## config.mk

```make
export PLATFORM = sky130hd
export DESIGN_NAME = nsms_supervisor
export DESIGN_NICKNAME = d
export VERILOG_FILES = /design/src/nsms_pkg.sv /design/src/nsms_supervisor.sv
export VERILOG_INCLUDE_DIRS = /design/src
export SDC_FILE = /design/constraint.sdc
export NUM_CORES = 1
export LEC_CHECK = 0
export BUFFER_PORTS_ARGS = -buffer_cell sky130_fd_sc_hd__buf_2
export CAP_MARGIN = 5
export CORE_MARGIN = 5
export CORE_UTILIZATION = 30
export DETAILED_ROUTE_END_ITERATION = 12
export GPL_ROUTABILITY_DRIVEN = 0
export PLACE_DENSITY_LB_ADDON = 0.1
export SETUP_SLACK_MARGIN = 0.1
export SYNTH_ARGS = -nofsm -noshare
export SYNTH_HDL_FRONTEND = slang
export SYNTH_SLANG_ARGS = --single-unit
```

## constraint.sdc

```tcl
create_clock -name clk_in -period 7.34 [get_ports clk_in]
set_clock_uncertainty 0.2 [all_clocks]
set_input_delay 1.468 -clock clk_in [delete_from_list [all_inputs] [get_ports clk_in]]
set_output_delay 1.468 -clock clk_in [all_outputs]
set_load 0.02 [all_outputs]
```

## src/nsms_regs.svh

```systemverilog
/*
  Offsets, field positions, reset values and timing counts for the
  network station mode supervisor. Assumes a 25 MHz core clock.
*/
`ifndef NSMS_REGS_SVH
`define NSMS_REGS_SVH

// ----------------------------------------------------------------
// register offsets
// ----------------------------------------------------------------
`define NSMS_OFF_CTRL 4'h0
`define NSMS_OFF_STATUS 4'h1
`define NSMS_OFF_RXDATA 4'h2
`define NSMS_OFF_LOST 4'h3
`define NSMS_OFF_PAUSE 4'h4
`define NSMS_OFF_BASE 4'h5

// ----------------------------------------------------------------
// control fields
// ----------------------------------------------------------------
`define NSMS_CTRL_STATION_LSB 0
`define NSMS_CTRL_PAUSE_LSB 4
`define NSMS_CTRL_PUSH_BIT 8
`define NSMS_CTRL_FOLLOW_BIT 9
`define NSMS_CTRL_SLAVE_BIT 10
`define NSMS_CTRL_BAUD_LSB 12

// ----------------------------------------------------------------
// reset values
// ----------------------------------------------------------------
`define NSMS_RST_STATION 4'h0
`define NSMS_RST_PAUSE 4'h0
`define NSMS_RST_PUSH 1'b1
`define NSMS_RST_FOLLOW 1'b1
`define NSMS_RST_SLAVE 1'b1
`define NSMS_RST_BAUD 3'h3

// ----------------------------------------------------------------
// timing
// ----------------------------------------------------------------
`define NSMS_CLK_HZ 25000000
`define NSMS_LOSS_MIN_MS 180
`define NSMS_LOSS_MAX_MS 9000

`endif

```

## src/nsms_pkg.sv

```systemverilog
/*
  Types for the network station mode supervisor.
  Assumes the constants header is included by the design file.
*/
package nsms_pkg;
  typedef enum logic [1:0] {
    NSMS_IDLE,
    NSMS_BASE,
    NSMS_PAUSE
  } nsms_cycle_t;

  typedef enum logic [1:0] {
    NSMS_OFFLINE,
    NSMS_CONFIG,
    NSMS_ONLINE
  } nsms_link_t;
endpackage

```

## src/nsms_supervisor.sv

```systemverilog
/*
  Network station mode supervisor: cycle pause timing, change push,
  run/stop following of station 1, sign-of-life watch.
  Assumes frame strobes from a same-clock link controller and async pins
  (io state, config running) from outside, which are synchronised here.
*/
// The placing of the registers and the strobed register port were chosen for this implementation.
// Function
// - cycle pause equals base pause times one plus multiplier n, n 0..15.
// - multiplier resets to zero.
// - all stations use one multiplier; station 1 may distribute it.
// - base pause is worked out by stations from pending messages; here it is written through the BASE register.
// - change push sends extra telegram on every io state change.
// - change push defaults on.
// - program-less station always pushes io changes.
// - stations 2..8 with follow enabled copy station 1 run/stop.
// - follow option unavailable on station 1.
// - program plus display follows only on status screen or text.
// - safety relay has no remote io slave mode.
// - entering a program leaves slave io mode for good.
// - slave io station exposes its io to station 1.
// - station number zero stays off network, refuses network config; it still takes station 1 data, and run/stop when follow is on.
// - configured stations stop while network configuration runs.
// - station 1 loss is found only by sign-of-life loss.
// - keep old data until loss detected, 180..9000 ms.
// - programmed follower on loss zeros data, keeps mode, sets flag.
// - program-less slave on loss zeros data, stops on status screen; with follow off run returns to local_run_in one clock later.
// - station number 1..8 unique; zero keeps unit off network.
// - bit rate selectable, default 125 kbaud, identical everywhere.
`include "nsms_regs.svh"
`timescale 1ns/100ps
`default_nettype none

module nsms_supervisor #(
  parameter int IO_W = 16,
  parameter int DATA_W = 32,
  parameter logic SAFETY_DEVICE = 1'b1,
  parameter int LOSS_MS = 180,
  parameter int LOSS_CYCLES = (`NSMS_CLK_HZ / 1000) * LOSS_MS
) (
  input wire logic clk_in,
  input wire logic reset_in,
  input wire logic [3:0] addr_in,
  input wire logic [31:0] wdata_in,
  input wire logic wr_in,
  input wire logic rd_in,
  output logic [31:0] rdata_out,
  input wire logic [IO_W-1:0] io_state_in,
  input wire logic config_run_in,
  input wire logic has_program_in,
  input wire logic display_ok_in,
  input wire logic has_display_in,
  input wire logic local_run_in,
  input wire logic frame_valid_in,
  input wire logic [3:0] frame_src_in,
  input wire logic frame_is_mode_in,
  input wire logic frame_run_in,
  input wire logic frame_is_data_in,
  input wire logic [DATA_W-1:0] frame_data_in,
  input wire logic frame_is_config_in,
  input wire logic [3:0] frame_pause_in,
  input wire logic tx_done_in,
  output logic tx_cycle_out,
  output logic tx_push_out,
  output logic [IO_W-1:0] tx_io_out,
  output logic net_led_out,
  output logic run_out,
  output logic slave_io_out,
  output logic station1_lost_flag_out,
  output logic [DATA_W-1:0] rx_data_out
);

  localparam int LCW = $clog2(LOSS_CYCLES + 1);

  typedef struct packed {
    logic [3:0] station_number;
    logic [3:0] pause_mult;
    logic push_en;
    logic follow_en;
    logic slave_en;
    logic [2:0] baud;
    logic [15:0] base_pause_time;
    logic [19:0] pause_cnt;
    nsms_pkg::nsms_cycle_t cyc;
    nsms_pkg::nsms_link_t link;
    logic [IO_W-1:0] io_s1;
    logic [IO_W-1:0] io_s2;
    logic [IO_W-1:0] io_last;
    logic cfg_s1;
    logic cfg_s2;
    logic [LCW-1:0] life_cnt;
    logic lost;
    logic [7:0] station_lost_flags;
    logic [DATA_W-1:0] rx_data;
    logic run;
    logic tx_cycle;
    logic tx_push;
    logic [31:0] rdata;
  } nsms_state_t;

  nsms_state_t s_reg, s_next;

  logic is_station1;
  logic program_less;
  logic pushing;

  always_comb begin
    s_next = s_reg;
    is_station1 = (s_reg.station_number == 4'h1);
    program_less = ~has_program_in;
    pushing = 1'b0;
    s_next.tx_cycle = 1'b0;
    s_next.tx_push = 1'b0;
    s_next.rdata = 32'h0000_0000;

    // ----------------------------------------------------------------
    // synchronisers
    // ----------------------------------------------------------------
    s_next.io_s1 = io_state_in;
    s_next.io_s2 = s_reg.io_s1;
    s_next.cfg_s1 = config_run_in;
    s_next.cfg_s2 = s_reg.cfg_s1;

    // ----------------------------------------------------------------
    // register writes
    // ----------------------------------------------------------------
    if (wr_in) begin
      case (addr_in)
        `NSMS_OFF_CTRL: begin
          if (wdata_in[`NSMS_CTRL_STATION_LSB +: 4] <= 4'h8) begin
            s_next.station_number = wdata_in[`NSMS_CTRL_STATION_LSB +: 4];
          end
          s_next.pause_mult = wdata_in[`NSMS_CTRL_PAUSE_LSB +: 4];
          s_next.push_en = wdata_in[`NSMS_CTRL_PUSH_BIT];
          s_next.follow_en = wdata_in[`NSMS_CTRL_FOLLOW_BIT];
          s_next.slave_en = s_reg.slave_en & wdata_in[`NSMS_CTRL_SLAVE_BIT] & ~SAFETY_DEVICE;
          if (wdata_in[`NSMS_CTRL_BAUD_LSB +: 3] <= 3'h6) begin
            s_next.baud = wdata_in[`NSMS_CTRL_BAUD_LSB +: 3];
          end
        end
        `NSMS_OFF_BASE: s_next.base_pause_time = wdata_in[15:0];
        default: begin
        end
      endcase
    end

    if (has_program_in) begin
      s_next.slave_en = 1'b0;
    end

    // ----------------------------------------------------------------
    // network membership
    // ----------------------------------------------------------------
    // unnumbered unit stays off
    if (s_reg.station_number == 4'h0) begin
      s_next.link = nsms_pkg::NSMS_OFFLINE;
    end else if (s_reg.cfg_s2) begin
      s_next.link = nsms_pkg::NSMS_CONFIG;
      s_next.run = 1'b0;
    end else begin
      s_next.link = nsms_pkg::NSMS_ONLINE;
    end

    if (frame_valid_in && frame_is_config_in && frame_src_in == 4'h1 &&
        s_reg.station_number != 4'h0 && !is_station1) begin
      s_next.pause_mult = frame_pause_in;
    end

    // ----------------------------------------------------------------
    // cycle pause timer
    // ----------------------------------------------------------------
    case (s_reg.cyc)
      nsms_pkg::NSMS_IDLE: begin
        // one start pulse per cycle, then wait for the link to finish it
        if (s_reg.link == nsms_pkg::NSMS_ONLINE) begin
          s_next.tx_cycle = 1'b1;
          s_next.cyc = nsms_pkg::NSMS_BASE;
        end
      end
      nsms_pkg::NSMS_BASE: begin
        if (tx_done_in) begin
          s_next.cyc = nsms_pkg::NSMS_PAUSE;
          s_next.pause_cnt = 20'(s_reg.base_pause_time) * 20'({1'b0, s_reg.pause_mult} + 5'h01);
        end else if (s_reg.link != nsms_pkg::NSMS_ONLINE) begin
          s_next.cyc = nsms_pkg::NSMS_IDLE;
        end
      end
      nsms_pkg::NSMS_PAUSE: begin
        if (s_reg.pause_cnt <= 20'h0_0001) begin
          s_next.cyc = nsms_pkg::NSMS_IDLE;
        end else begin
          s_next.pause_cnt = s_reg.pause_cnt - 20'h0_0001;
        end
      end
      default: s_next.cyc = nsms_pkg::NSMS_IDLE;
    endcase

    // ----------------------------------------------------------------
    // change push
    // ----------------------------------------------------------------
    // push on change
    pushing = (s_reg.io_s2 != s_reg.io_last) && (s_reg.push_en || program_less);
    s_next.io_last = s_reg.io_s2;
    if (pushing && s_reg.link == nsms_pkg::NSMS_ONLINE) begin
      s_next.tx_push = 1'b1;
    end

    // ----------------------------------------------------------------
    // local run/stop and station 1 following
    // ----------------------------------------------------------------
    if (s_reg.link != nsms_pkg::NSMS_CONFIG) begin
      if (is_station1 || !s_reg.follow_en) begin
        s_next.run = local_run_in;
      end else if (frame_valid_in && frame_is_mode_in && frame_src_in == 4'h1) begin
        if (program_less || !has_display_in || display_ok_in) begin
          s_next.run = frame_run_in;
        end
      end
    end

    // ----------------------------------------------------------------
    // sign of life
    // ----------------------------------------------------------------
    if (frame_valid_in && frame_src_in == 4'h1) begin
      s_next.life_cnt = '0;
      s_next.lost = 1'b0;
      if (frame_is_data_in) begin
        s_next.rx_data = frame_data_in;
      end
    end else if (!is_station1 && s_reg.link == nsms_pkg::NSMS_ONLINE && !s_reg.lost) begin
      if (s_reg.life_cnt == LCW'(LOSS_CYCLES - 1)) begin
        s_next.lost = 1'b1;
        s_next.rx_data = '0;
        if (s_reg.slave_en && program_less && display_ok_in) begin
          s_next.run = 1'b0;
        end
      end else begin
        s_next.life_cnt = s_reg.life_cnt + LCW'(1);
      end
    end
    s_next.station_lost_flags[0] = s_next.lost;

    // ----------------------------------------------------------------
    // register reads
    // ----------------------------------------------------------------
    if (rd_in) begin
      case (addr_in)
        `NSMS_OFF_CTRL: s_next.rdata = {17'h0_0000, s_reg.baud, 1'b0, s_reg.slave_en,
                                        s_reg.follow_en, s_reg.push_en, s_reg.pause_mult,
                                        s_reg.station_number};
        `NSMS_OFF_STATUS: s_next.rdata = {26'h000_0000, s_reg.link, s_reg.cyc, s_reg.lost, s_reg.run};
        `NSMS_OFF_RXDATA: s_next.rdata = 32'(s_reg.rx_data);
        `NSMS_OFF_LOST: s_next.rdata = {24'h00_0000, s_reg.station_lost_flags};
        `NSMS_OFF_PAUSE: s_next.rdata = {12'h000, s_reg.pause_cnt};
        `NSMS_OFF_BASE: s_next.rdata = {16'h0000, s_reg.base_pause_time};
        default: s_next.rdata = 32'h0000_0000;
      endcase
    end
  end

  always_ff @(posedge clk_in or posedge reset_in) begin
    if (reset_in) begin
      s_reg <= '0;
      s_reg.station_number <= `NSMS_RST_STATION;
      s_reg.pause_mult <= `NSMS_RST_PAUSE;
      s_reg.push_en <= `NSMS_RST_PUSH;
      s_reg.follow_en <= `NSMS_RST_FOLLOW;
      s_reg.slave_en <= `NSMS_RST_SLAVE & ~SAFETY_DEVICE;
      s_reg.baud <= `NSMS_RST_BAUD;
      s_reg.cyc <= nsms_pkg::NSMS_IDLE;
      s_reg.link <= nsms_pkg::NSMS_OFFLINE;
    end else begin
      s_reg <= s_next;
    end
  end

  assign rdata_out = s_reg.rdata;
  assign tx_cycle_out = s_reg.tx_cycle;
  assign tx_push_out = s_reg.tx_push;
  assign tx_io_out = s_reg.io_last;
  assign net_led_out = (s_reg.link == nsms_pkg::NSMS_ONLINE);
  assign run_out = s_reg.run;
  assign slave_io_out = s_reg.slave_en;
  assign station1_lost_flag_out = s_reg.lost;
  assign rx_data_out = s_reg.rx_data;

endmodule // nsms_supervisor

`default_nettype wire

```

# Word-level counts from Yosys, hierarchy flattened
# Index checks and enable logic that the tools add are counted.
# totals
register_bits	195
output_inout_bits	86
# op_classes
add_sub_neg	3
mul	1
n_lt_le_gt_ge	3
n_eq_ne	21
muxes	37
bitwise_logic	1
reduce_logical	43
# op_table
operator	count
32-bit case mux with 6 select lines	1
32-bit 2-to-1 mux	3
33-bit 2-to-1 mux	2
24-bit 2-to-1 mux	2
20-bit 2-to-1 mux	2
20-bit case mux with 2 select lines	1
26-bit 2-to-1 mux	1
23-bit by 1-bit adder with 23-bit output, second input constant	1
23-bit == test, second input constant	1
23-bit 2-to-1 mux	1
20-bit by 1-bit <= comparator with 1-bit output, second input constant	1
16-bit by 5-bit multiplier with 20-bit output	1
20-bit by 1-bit subtractor with 20-bit output, second input constant	1
16-bit 2-to-1 mux	1
16-bit inequality test	1
3-bit AND reduction	5
2-bit inequality test, second input constant	7
2-bit nonzero test	7
1-bit logical AND	13
1-bit 2-to-1 mux	13
4-bit by 1-bit == test with 1-bit output, second input constant	3
2-bit 2-to-1 mux	6
2-bit AND reduction	6
10-bit 2-to-1 mux	1
18 further kinds	28

# Longest topological paths before layout
# depth
ltp_word	11
ltp_mapped	19

# Least setup slack after synthesis
# OpenSTA, ideal clock, no wires.
# synth_timing
path_kind	register to register
start	register s_reg[195] (netlist bit)
end	register s_reg[172] (netlist bit)
setup_ns	0.126
arrival_ns	4.514
setup_slack_ns	2.499
path_stages_with_launch	19
n_path_buf	3
path_cell_list	dfrtp_1 > clkbuf_1 > nand3_1 > xor2_1 > clkbuf_1 > nor2b_1 > fa_1 > fa_1 > inv_1 > fa_1 > inv_1 > ha_1 > clkbuf_1 > and4_1 > and3_1 > a22oi_1 > a21oi_1 > xnor2_1 > a221o_1
# synth_between
elab_chain_cells	4
# synth_lines
element	line_no	source
start: declaration	nsms_supervisor.sv:101	nsms_state_t s_reg, s_next;
start signal: assignment	nsms_supervisor.sv:273	s_reg <= s_next;
4-bit by 1-bit adder with 5-bit output	nsms_supervisor.sv:183	s_next.pause_cnt = 20'(s_reg.base_pause_time) * 20'({1'b0, s_reg.pause_mult} + 5'h01);
16-bit by 5-bit multiplier with 20-bit output	nsms_supervisor.sv:183	
20-bit 2-to-1 mux	nsms_supervisor.sv:181	if (tx_done_in) begin
20-bit case mux with 2 select lines	nsms_supervisor.sv:172	case (s_reg.cyc)
# No other way between the ends. The select of a mux whose other input is x is not followed.
# A chain may end at the register's enable or synchronous reset.

# Worst setup path after layout
# Ends and elaborated chain as after synthesis.

==> reports/results.tsv <==
metric	value	unit
post-route ant nets	0	
Pwr Density	372	mW/mm2
TritonCTS buffer count	17	
number of global-route vias before repair	8547	
area of the multi-input gates	0.00533	mm2
Vias	8119	
TritonCTS clock tree	done	
hold_buf cts	0	
max_cap viols	0	
Core Box Area	0.0373	mm2
Die H	204	um
critical path required time	7.48	ns
register area share after synthesis	43.2	%
Post-CTS Resized	0	
Nets	1398	
clock sinks	194	
initial antenna violation count	2	
Sequential cell area	0.00486	mm2
Post-Route Setup TNS	0	ns
most frequent cells in the layout	dfrtp_1 (190), buf_2 (175), nand2_1 (113), inv_1 (74), nor2_1 (73)	
synth top area cells	dfrtp_1 (42%), fa_1 (7.3%), buf_4 (5.4%)	
CP Launch Type	register	
Fillers	3912	
Syn Nets	1319	
reg2reg setup slack	1.86	ns
# rows	71	
Placed Instances	1673	
share of flip-flops with an asynchronous set or reset	100	%
Clock Tree Root	clkbuf_16	
cells after synthesis	1139	
IO Pins	193	
Slew Viols, Final	0	
Layout Cells excl Fill	1705	
width of the die	204	um
end point of the critical path	s_reg[172]	
run status	finished clean	
Worst Max-Slew Pin Slew	0.985	ns
final hold vios	0	
global-route wire length before repair	50.2	mm
Crit. Startpoint	s_reg[195]	
VDD IR-drop max	0.000212	V
Synth top area share	42.3	%
FF-to-FF End	s_reg[172]	
initial core utilization	30.1	%
worst r2r path cells	15	
global route overflow	0	
RSZ-0062 raised after global routing	no	
layout cells sized above 1	21.1	%
register clock-pin slew on the reported worst setup and hold paths	0.07	ns
crit path time final	5.48	ns
CP Capture Type	register	
WP data arrival	5.61	ns
Yosys warning count	0	
largest net degree at the start of global routing	79	
drc violations	0	
Cell variety after synth	74	
clock buffer depth	2	
final period utilization	74.6	%
fmax	183	MHz
Synth area leader	dfrtp_1	
post-synth design cell area	0.0112	mm2
worst-path maximum fanout	20	
Total Power	0.00470	W
Total Die Area	0.0415	mm2
Worst-Skew Late Latency	0.45	ns
Slew headroom	34.1	%
Final Setup Violations	0	
Initial DRC Count	432	
average routed wire per standard cell	18.3	um
Post-CTS Setup Inserts	0	
port bufs	175	
max reg flops	78	
Layout area overhead	12.2	%
Post-DP HPWL	23.4	mm
htree depth	4	
number of flops mapped to enable cells by yosys	0	
most common cell after layout, fill and taps aside	dfrtp_1	
Min-Delay Path Class	register to register	
worst r2r src	s_reg[195]	
#FFs+latches synth	194	
leak pwr	5.88	nW
Via density	4.76	
Most used DFF post-synth	dfrtp_1	
GRT Util Overall	15.5	%
Setup CP Type	register to register	
syn avg cell area	9.87	um2
DRT Wirelength	31.2	mm
Initial DRT Pass Iterations	7	
worst max-delay path, stage by stage, from the launching register on:
cell,delay (ns)
dfrtp_1,0.76
ha_1,0.28
and3_1,0.54
and2_1,0.24
fa_1,0.43
fa_1,0.56
inv_1,0.06
fa_1,0.53
inv_1,0.04
ha_1,0.36
a21oi_1,0.21
o211ai_1,0.24
a22oi_1,0.28
a21oi_1,0.12
xnor2_1,0.16
a221o_1,0.36
per-stage QoR:
stage / hold WS (ns) / area, um2 / utilization (%) / setup WS [ns]
after floorplan: 0.131 / 11200 / - / 0.395
after global placement: 0.134 / 12000 / 32.3 / 1.77
after detailed placement: 0.135 / 12000 / 32.3 / 1.77
after CTS: 0.148 / 12600 / 33.8 / 1.74
after global routing: 0.152 / 12600 / 33.8 / 1.44
final: 0.140 / 12600 / 33.8 / 1.86
cell usage after synthesis (14+ instances only):
library cell and count:
a21oi_1 58, and2_1 43, buf_4 81, nand2b_1 22
clkbuf_1 40, ha_1 32, nor2_1 73, o21ai_0 56
xnor2_1 41, dfrtp_1 190, nor3_1 14, nand3_1 18
mux2_2 21, xor2_1 14, fa_1 41, nand2_1 113
and3_1 21, inv_1 75, nor4_1 14, nor2b_1 19
logic make-up after synthesis:
group,share of synthesized area [%]
and+or+nand+nor,17.5
adders and majority gates,10.9
muxes,2.93
AOI/OAI and AO/OA,11.6
buffers and inverters,9.60
DFF,43.2
other,0.0333
xor gates and xnor gates,4.28
power by group:
group	leakage [nW]	switching, W	total [W]	internal, W
Sequential	2.48	0.000233	0.00145	0.00122
Combinational	3.13	0.00137	0.00229	0.000924
Clock	0.272	0.000440	0.000954	0.000515
Total	5.88	0.00204	0.00470	0.00266
final cells by class:
cell class | count | share of cell area [%]
multi-input combinational | 743 | 42.3
clock inverter | 10 | 0.992
timing repair buffer | 186 | 7.60
inverter | 76 | 2.32
clock buffer | 21 | 3.57
tap | 474 | 4.70
sequential | 194 | 38.5
antenna | 1 | 0.0198
worst min path at each step:
stage | start | endpoint | slack, ns | cells after the start
floorplan | s_next[117] | s_next[101] | 0.13 | 0
global placement | s_next[131] | s_next[115] | 0.13 | 0
detailed placement | s_next[117] | s_next[101] | 0.13 | 0
CTS | s_next[131] | s_next[115] | 0.15 | 0
global route | s_next[124] | s_next[108] | 0.15 | 0
finish | s_next[131] | s_next[115] | 0.14 | 0
metal layers:
metal  track usage (%)  up-vias  part of all wire, %
met5                 0        -                0.022
met4              3.71        2                  1.1
met1              21.2     4027                   47
li1                  -     3952                    -
met2              24.9      121                   48
met3              3.72       17                  4.0
Power figures use the tool's default switching activity.
